<file path="src/include/scr_pkg.sv">
// package for the serial cable clock and pin routing block
package scr_pkg;
    // register byte offsets on the plain register port
    localparam logic [3:0] PIN_CTRL_OFS = 4'h0; // pin control register
    localparam logic [3:0] PIN_STAT_OFS = 4'h4; // pin status register

    // clock source codes shared by the transmit clock and both controller pins
    typedef enum logic [2:0] {
        SRC_PLL = 3'h0, // channel pll clock
        SRC_PLL_INV = 3'h1, // inverted channel pll clock
        SRC_RXC = 3'h2, // cable receive clock
        SRC_AUX = 3'h3, // auxiliary clock taken as input
        SRC_CTL_B = 3'h4, // controller clock pin b
        SRC_CTL_A = 3'h5, // controller clock pin a
        SRC_HIGH = 3'h6, // constant high
        SRC_LOW = 3'h7 // constant low
    } scr_src_t;

    // pin control register layout, msb first
    typedef struct packed {
        logic dce; // d31: 1 = dce, 0 = dte
        logic [7:0] rsv; // d30:23 reserved, read as zero
        logic [1:0] rts_gp; // d22:21 [1] force rts level, [0] level
        logic [1:0] txd_gp; // d20:19 [1] force txd level, [0] level
        logic [1:0] aux; // d18:17 [1] output, [0] level
        logic [1:0] dcd; // d16:15 [1] output, [0] level
        logic int_lb; // d14 internal loopback
        logic ext_lb; // d13 external loopback
        logic xcvr_en; // d12 cable transceiver enable
        logic rs232; // d11 protocol: 1 = rs-232, 0 = rs-422/485
        logic b_drive; // d10 drive controller clock pin b
        logic a_drive; // d9 drive controller clock pin a
        scr_src_t txc_src; // d8:6 cable transmit clock source
        scr_src_t b_src; // d5:3 controller clock pin b source
        scr_src_t a_src; // d2:0 controller clock pin a source
    } scr_ctrl_t;

    // reset value: pin b and cable tx clock from pll, pin a from rx clock
    localparam scr_ctrl_t PIN_CTRL_RST = '{
        dce: 1'b0, rsv: 8'h00, rts_gp: 2'h0, txd_gp: 2'h0, aux: 2'h0,
        dcd: 2'h0, int_lb: 1'b0, ext_lb: 1'b0, xcvr_en: 1'b0,
        rs232: 1'b0, b_drive: 1'b1, a_drive: 1'b1, txc_src: SRC_PLL,
        b_src: SRC_PLL, a_src: SRC_RXC};

    // one transceiver pin as two signals
    typedef struct packed {
        logic o; // level driven
        logic oe; // high while driven
    } scr_drv_t;

    // pin status bit positions
    localparam int ST_CLK1 = 0;
    localparam int ST_CLK2 = 1;
    localparam int ST_DAT1 = 2;
    localparam int ST_DAT2 = 3;
    localparam int ST_HS1 = 4;
    localparam int ST_HS2 = 5;
    localparam int ST_DCD = 6;
    localparam int ST_AUX = 7;
    localparam int ST_W = 8;
endpackage

</file>
<file path="src/verilog/scr_pin_route.sv">
// per-channel clock source selection and cable pin routing
//
// Decided for this implementation: the placing of the registers and strobed register access.
`timescale 1ns/100ps
module scr_pin_route #(
    parameter int ADDR_W = 4 // register port address width
) (
    input wire logic clk_sys, // 50 mhz system clock
    input wire logic rst_n, // synchronous reset, active low
    input wire logic [ADDR_W-1:0] reg_addr, // register byte address
    input wire logic [31:0] reg_wdata, // write data
    input wire logic reg_wr, // write strobe
    input wire logic reg_rd, // read strobe
    output logic [31:0] reg_rdata, // read data, cycle after strobe
    input wire logic channel_pll_clock, // this channel's pll clock
    input wire logic ctl_clk_a_i, // controller clock pin a level
    output logic ctl_clk_a_o, // controller clock pin a drive
    output logic ctl_clk_a_oe, // high while pin a is driven
    input wire logic ctl_clk_b_i, // controller clock pin b level
    output logic ctl_clk_b_o, // controller clock pin b drive
    output logic ctl_clk_b_oe, // high while pin b is driven
    input wire logic ctl_txd, // transmit data from controller
    input wire logic ctl_rts, // rts from controller
    output logic ctl_rxd, // receive data to controller
    output logic ctl_cts, // cts to controller
    output logic ctl_dcd, // dcd to controller
    output logic rs232_mode, // transceiver protocol select
    input wire logic clk_pin1_i, // cable clock pin pair, dte tx side
    output logic clk_pin1_o, // drive level
    output logic clk_pin1_oe, // high while driven
    input wire logic clk_pin2_i, // cable clock pin pair, dte rx side
    output logic clk_pin2_o, // drive level
    output logic clk_pin2_oe, // high while driven
    input wire logic dat_pin1_i, // cable data pin, dte tx side
    output logic dat_pin1_o, // drive level
    output logic dat_pin1_oe, // high while driven
    input wire logic dat_pin2_i, // cable data pin, dte rx side
    output logic dat_pin2_o, // drive level
    output logic dat_pin2_oe, // high while driven
    input wire logic hs_pin1_i, // cable handshake pin, dte rts side
    output logic hs_pin1_o, // drive level
    output logic hs_pin1_oe, // high while driven
    input wire logic hs_pin2_i, // cable handshake pin, dte cts side
    output logic hs_pin2_o, // drive level
    output logic hs_pin2_oe, // high while driven
    input wire logic dcd_pin_i, // cable dcd level
    output logic dcd_pin_o, // dcd drive level
    output logic dcd_pin_oe, // high while dcd driven
    input wire logic aux_pin_i, // cable auxiliary clock level
    output logic aux_pin_o, // auxiliary clock drive level
    output logic aux_pin_oe // high while auxiliary clock driven
);

    // the offsets need at least three address bits
    if (ADDR_W < 3) begin : g_chk
        $error("scr_pin_route: ADDR_W must be at least 3");
    end

    scr_pkg::scr_ctrl_t ctrl; // pin control register
    scr_pkg::scr_ctrl_t next_ctrl; // its next value
    logic [scr_pkg::ST_W-1:0] stat; // sampled cable levels
    logic [scr_pkg::ST_W-1:0] next_stat; // next sample
    logic [31:0] next_rdata; // next read data
    logic rxd_q, cts_q, dcd_q; // registered receive side
    logic next_rxd, next_cts, next_dcd; // their next values
    logic txd_q, rts_q; // registered transmit side
    logic next_txd, next_rts; // their next values
    logic rx_clk; // receive clock seen by the routing
    logic tx_clk; // selected cable transmit clock
    logic tx_at2; // transmit side sits on pin 2 (dce)

    // one mux serves all three clock destinations
    function automatic logic pick_src(input scr_pkg::scr_src_t s,
        input logic pll, input logic cable_receive_clock, input logic aux,
        input logic cb, input logic ca);
        case (s)
            scr_pkg::SRC_PLL: pick_src = pll;
            scr_pkg::SRC_PLL_INV: pick_src = ~pll;
            scr_pkg::SRC_RXC: pick_src = cable_receive_clock;
            scr_pkg::SRC_AUX: pick_src = aux;
            scr_pkg::SRC_CTL_B: pick_src = cb;
            scr_pkg::SRC_CTL_A: pick_src = ca;
            scr_pkg::SRC_HIGH: pick_src = 1'b1;
            default: pick_src = 1'b0;
        endcase
    endfunction

    // register writes and reads; reserved bits stay zero
    // the status offset is read-only, so a write there is dropped
    always_comb begin
        next_ctrl = ctrl;
        next_rdata = 32'h0000_0000; // unmapped reads give zero
        if (reg_wr && reg_addr == ADDR_W'(scr_pkg::PIN_CTRL_OFS)) begin
            next_ctrl = scr_pkg::scr_ctrl_t'(reg_wdata);
            next_ctrl.rsv = 8'h00;
        end
        if (reg_rd && reg_addr == ADDR_W'(scr_pkg::PIN_CTRL_OFS)) begin
            next_rdata = ctrl;
        end else if (reg_rd &&
                     reg_addr == ADDR_W'(scr_pkg::PIN_STAT_OFS)) begin
            next_rdata = {{(32 - scr_pkg::ST_W){1'b0}}, stat};
        end
    end

    // register the control word and read data
    always_ff @(posedge clk_sys) begin
        if (!rst_n) begin
            ctrl <= scr_pkg::PIN_CTRL_RST;
            reg_rdata <= 32'h0000_0000;
        end else begin
            ctrl <= next_ctrl;
            reg_rdata <= next_rdata;
        end
    end

    // status samples raw pin inputs only, never the internal loop
    always_comb begin
        next_stat = '0;
        next_stat[scr_pkg::ST_CLK1] = clk_pin1_i;
        next_stat[scr_pkg::ST_CLK2] = clk_pin2_i;
        next_stat[scr_pkg::ST_DAT1] = dat_pin1_i;
        next_stat[scr_pkg::ST_DAT2] = dat_pin2_i;
        next_stat[scr_pkg::ST_HS1] = hs_pin1_i;
        next_stat[scr_pkg::ST_HS2] = hs_pin2_i;
        next_stat[scr_pkg::ST_DCD] = dcd_pin_i;
        next_stat[scr_pkg::ST_AUX] = aux_pin_i;
    end

    assign tx_at2 = ctrl.dce;

    // receive clock: remote pin normally, own tx pin in external loop
    always_comb begin
        if (ctrl.ext_lb) begin
            rx_clk = tx_at2 ? clk_pin2_i : clk_pin1_i;
        end else begin
            rx_clk = tx_at2 ? clk_pin1_i : clk_pin2_i;
        end
    end

    // clock selection stays combinational so edges are not delayed
    assign tx_clk = pick_src(ctrl.txc_src, channel_pll_clock, rx_clk,
        aux_pin_i, ctl_clk_b_i, ctl_clk_a_i);

    // controller clock pins; software keeps the controller opposite
    // a pin sourced from itself while driven loops back on itself,
    // so that code is only useful with the pin left as an input
    always_comb begin
        ctl_clk_a_o = pick_src(ctrl.a_src, channel_pll_clock, rx_clk,
            aux_pin_i, ctl_clk_b_i, ctl_clk_a_i);
        ctl_clk_b_o = pick_src(ctrl.b_src, channel_pll_clock, rx_clk,
            aux_pin_i, ctl_clk_b_i, ctl_clk_a_i);
        ctl_clk_a_oe = ctrl.a_drive;
        ctl_clk_b_oe = ctrl.b_drive;
    end

    // cable clock pins: transmit clock always leaves, side per mode
    // with the transceivers off neither clock pin is driven
    always_comb begin
        clk_pin1_o = tx_clk;
        clk_pin2_o = tx_clk;
        clk_pin1_oe = ctrl.xcvr_en && !tx_at2;
        clk_pin2_oe = ctrl.xcvr_en && tx_at2;
    end

    // transmit data and rts, each overridable to a software level
    always_comb begin
        next_txd = ctrl.txd_gp[1] ? ctrl.txd_gp[0] : ctl_txd;
        next_rts = ctrl.rts_gp[1] ? ctrl.rts_gp[0] : ctl_rts;
    end

    // receive side: internal loop wins, else transceiver inputs
    always_comb begin
        if (ctrl.int_lb) begin
            next_rxd = ctl_txd;
            next_cts = ctl_rts;
        end else if (ctrl.ext_lb) begin
            next_rxd = tx_at2 ? dat_pin2_i : dat_pin1_i;
            next_cts = tx_at2 ? hs_pin2_i : hs_pin1_i;
        end else begin
            next_rxd = tx_at2 ? dat_pin1_i : dat_pin2_i;
            next_cts = tx_at2 ? hs_pin1_i : hs_pin2_i;
        end
        // an output dcd is looped to the controller at its set level
        next_dcd = ctrl.dcd[1] ? ctrl.dcd[0] : dcd_pin_i;
    end

    // data path flops: one cycle through the block each way
    always_ff @(posedge clk_sys) begin
        if (!rst_n) begin
            rxd_q <= 1'b1;
            cts_q <= 1'b0;
            dcd_q <= 1'b0;
            txd_q <= 1'b1;
            rts_q <= 1'b0;
            stat <= '0;
        end else begin
            rxd_q <= next_rxd;
            cts_q <= next_cts;
            dcd_q <= next_dcd;
            txd_q <= next_txd;
            rts_q <= next_rts;
            stat <= next_stat;
        end
    end

    assign ctl_rxd = rxd_q;
    assign ctl_cts = cts_q;
    assign ctl_dcd = dcd_q;
    assign rs232_mode = ctrl.rs232;

    // data and handshake pins; disabled transceivers drive nothing
    always_comb begin
        dat_pin1_o = txd_q;
        dat_pin2_o = txd_q;
        hs_pin1_o = rts_q;
        hs_pin2_o = rts_q;
        dat_pin1_oe = ctrl.xcvr_en && !tx_at2;
        dat_pin2_oe = ctrl.xcvr_en && tx_at2;
        hs_pin1_oe = ctrl.xcvr_en && !tx_at2;
        hs_pin2_oe = ctrl.xcvr_en && tx_at2;
        dcd_pin_o = ctrl.dcd[0];
        dcd_pin_oe = ctrl.xcvr_en && ctrl.dcd[1];
        aux_pin_o = ctrl.aux[0];
        aux_pin_oe = ctrl.xcvr_en && ctrl.aux[1];
    end
endmodule

</file>
<file path="config.mk">
export PLATFORM = sky130hd
export DESIGN_NAME = scr_pin_route
export DESIGN_NICKNAME = d
export VERILOG_FILES = /design/src/include/scr_pkg.sv /design/src/verilog/scr_pin_route.sv
export SDC_FILE = /design/constraint.sdc
export NUM_CORES = 1
export LEC_CHECK = 0
export BUFFER_PORTS_ARGS = -buffer_cell sky130_fd_sc_hd__clkbuf_2
export CAP_MARGIN = 20
export CORE_MARGIN = 4
export CORE_UTILIZATION = 51
export CTS_CLUSTER_DIAMETER = 30
export CTS_CLUSTER_SIZE = 12
export DETAILED_ROUTE_END_ITERATION = 16
export GPL_ROUTABILITY_DRIVEN = 0
export MAX_ROUTING_LAYER = met4
export PLACE_DENSITY = 0.91
export SYNTH_ARGS = -nofsm -noshare
export SYNTH_HDL_FRONTEND = slang
export SYNTH_SLANG_ARGS = --single-unit
</file>
<file path="constraint.sdc">
create_clock -name clk_sys -period 2.45 [get_ports clk_sys]
set_input_delay 0.1225 -clock clk_sys [delete_from_list [all_inputs] [get_ports clk_sys]]
set_output_delay 0.1225 -clock clk_sys [all_outputs]
set_load 0.01 [all_outputs]
</file>
==> impl_results.md <==
- Critical path's slowest cell: dfxtp_1
- Antenna viol nets, final: 0
- Layout Utilization: 64.8%
- DIE WIDTH: 78.9 µm
- Synth top area share: 47.6%
- Rows: 25
- Die Footprint: between 6000 and 7000 µm²
- HP Class: primary input to flop
- Sequential fraction of the synthesis area: 47.6%
- Final worst-path cycle share: a little under three quarters
- Met2 wire len: about 2900 µm
- TNS Setup: 0 ns
- WL/cell: about 14 µm
- Reg2Reg Depth: 3
- Worst EP required: 2.33 ns
- CTS Buf Count: 9
- Leak pwr: between 1 and 1.5 nW
- Fraction of registers with async set/reset: 0%
- CTS clk-pin slew, worst paths: approximately 0.060 ns
- Vias: between 2,000 and 2,500
- Skew-Pair Late Insertion Delay: around 0.33 ns
- Most numerous cell in the Yosys netlist: dfxtp_1
- Core ar.: about 4800 µm²
- Comb power frac: under 10%
- Hold-critical path depth: 3
- Status: finished clean
- Residual DRC count: 0
- Max-Cap Viols: 0
- Switch Pwr: ~0.45 mW
- Fill cells: ~430
- Reg-to-Reg Start: tx_at2$_SDFFE_PN0P_
- Worst Skew: between 0.006 and 0.007 ns
- Max Freq: about 570 MHz
- GRT Total Usage: 20.5%
- Worst Max-Slew Pin Slew: ~0.60 ns
- Final setup fails: 0
- Inserted Diodes: 0
- YS warnings: 0
- Synth top cells by count: 61 x dfxtp_1, 46 x nand3_1, 29 x a21boi_1, 27 x and2_1, 21 x o21ai_1
- CTS sink cnt: 61
- Hold endpoint: ctrl[4]$_SDFFE_PN0P_
- RSZ-0062 raised after global routing: no
- Synth area leader: dfxtp_1
- Synthesis-to-layout area growth: 21.0%
- Post-CTS Repair Setup Buffers: 0
- Crit-path cells: xnor2_2 > nand3_1 > a31oi_1 > clkbuf_2
- Total grt overflow: 0
- CTS Hold Bufs: 0
- Largest net degree at the start of global routing: 28
- Number of flops mapped to enable cells by yosys: 0
- Seq pwr share: 53.3%
- Reg2reg end: ctl_rxd$_SDFF_PN1_
- Initial antenna violation count: 0
- I/O Buffers: 92
- Post-DP HPWL: 4280 µm
- Cells taking the most area after synthesis: dfxtp_1 48%, nand3_1 9.0%, a21boi_1 8.5%, and2_1 6.6%, buf_4 4.4%
- CTS tree: done
- Internal Power: 1.46 mW
- CP peak stage delay: around 0.37 ns
- Worst Path Max Fanout: 8
- R2R setup slack: between 1 and 1.5 ns
- Post-Synthesis Cells: ~270
- H-tree levels: 3
- HP Start: reg_wdata[4]
- Share of cells above drive strength 1: around 33%
- VDD IR max: 0.334 mV
- Routed Wire Length: roughly 6000 µm
- PD cells: 617 nW/µm²
- Routed wl met3: 417 µm
- Starting Density: 53.6%
- Avg Cell Area, Syn: 9.43 µm²
- Vias in the first global route: between 2,000 and 2,500
- Fin. max-slew vios: 0
- First-pass GRT wire length: 9650 µm
- First DRT Iteration DRCs: between 100 and 150
- Top layer in use: met4
- Clk buf depth: 2
- Num ports: approximately 110
- WL met1: about 2500 µm
- Netlist cell types: 31
- Sw frac: 23.5%
- Root Driver: clkbuf_8
- Vias per inst: roughly 5.2
- Portion of total power attributed to the clock network: roughly 39%
- Final Hold Fails: 0
- Period minus WS final: 1.76 ns
- Critical path endpoint category: output port
- Drt first pass iters: 4
- Max_slew headroom: about three fifths
- Synth Flop Type: dfxtp_1
- CP bufs+invs: 1
- Cell Area, Synth: around 2600 µm²
- CP Data Arrival Time: ~1.6 ns
- Final #Nets: roughly 400
- Top Family by Delay on Critical Path: flip-flops
- Critical Path Start Type: flop
- Die Y-Extent: between 70 and 80 µm
- Post-CTS Resized: 0
- Synth Register Bits: 61
- Kind of critical path: flop to output port
## layout by cell type (no fill, tap or decap)
cell	instances
a211oi_1	3
a21boi_1	29
a21oi_1	1
a31oi_1	4
and2_1	27
and3_2	1
buf_4	4
clkbuf_1	3
clkbuf_2	92
clkbuf_8	10
clkinv_2	2
conb_1	8
dfxtp_1	61
inv_1	4
inv_2	1
mux2i_1	5
nand2_1	1
nand3_1	46
nand3b_1	6
nor2_1	1
nor2b_1	10
nor3b_1	1
nor3b_2	1
nor4_4	1
o21a_1	3
o21ai_0	1
o21ai_1	21
o21ai_2	3
o311a_1	3
or4_4	1
xnor2_2	1
## sequential cells by signal, summed over array words and instances (netlist names)
| name | cells |
|---|---|
| ctrl | 18 |
| tx_at2 | 1 |
| dat_pin1_o | 1 |
| dcd_pin_o | 1 |
| ctl_cts | 1 |
| stat | 8 |
| hs_pin1_o | 1 |
| ctl_clk_b_oe | 1 |
| ctl_clk_a_oe | 1 |
| ctl_rxd | 1 |
| reg_rdata | 24 |
| aux_pin_o | 1 |
| ctl_dcd | 1 |
| rs232_mode | 1 |
## worst max path at each step
stage,startpoint,depth (start not counted),to,slack [ns]
after floorplan,ctrl[7]$_SDFFE_PN0P_,4,clk_pin2_o,1.09
after global placement,reg_addr[1],4,reg_rdata[19]$_SDFF_PN0_,0.99
after detailed placement,reg_addr[1],4,reg_rdata[31]$_SDFF_PN0_,0.95
after CTS,tx_at2$_SDFFE_PN0P_,4,clk_pin2_o,0.66
after global routing,tx_at2$_SDFFE_PN0P_,4,clk_pin1_o,0.59
final,tx_at2$_SDFFE_PN0P_,4,clk_pin2_o,0.69
## power groups by stage
stage	clock network, mW	logic, mW	registers [mW]
global route	0.804	0.172	1.02
floorplan	0	0.0986	1.04
finish	0.737	0.157	1.02
global placement	0	0.153	1.04
detailed placement	0	0.156	1.04
CTS	0.757	0.157	1.02
## metrics by stage
step	hold WS (ns)	setup WS [ns]	std cells	area [µm²]	total power [mW]
3_3_place_gp	0.349	0.987	407	2940	1.19
6_report	0.0176	0.686	422	3100	1.91
5_1_grt	0.0140	0.586	422	3100	2.00
2_1_floorplan	0.244	1.09	279	2590	1.14
3_5_place_dp	0.364	0.945	407	2940	1.20
4_1_cts	0.00365	0.662	422	3100	1.93
## kinds of logic (layout without fill, tap and decap cells)
logic type             Yosys count  after routing  synth area share [%]
XOR/XNOR                         1              1                 0.634
AND/OR/NAND/NOR                 96             96                  22.4
AO/OA/AOI/OAI                   68             68                  17.9
flip-flops                      61             61                  47.6
other                            1              8                 0.146
buffers and inverters           40            116                  9.37
multiplexers                     5              5                  1.95
## layer usage
layer	vias up	track usage, %
met4	0	14.1
met1	1000	23.6
li1	1082	-
met2	84	31.9
met3	13	4.42
met5	-	-
## final cells by class
type	instances	area [µm²]	area share (%)
Tap cell	67	83.8	2.70
Timing Repair Buffer	96	490	15.8
Clock buffer	13	149	4.80
Multi-Input combinational cell	178	1130	36.4
Sequential cell	61	1220	39.4
Clock inverter	2	10.0	0.323
Inverter	5	18.8	0.605
## worst register-to-register path, stage by stage, from the launching register on
cell     delay (ns)
dfxtp_1        0.37
xnor2_2        0.37
mux2i_1        0.25
a31oi_1        0.11
Power figures use the tool's default switching activity.
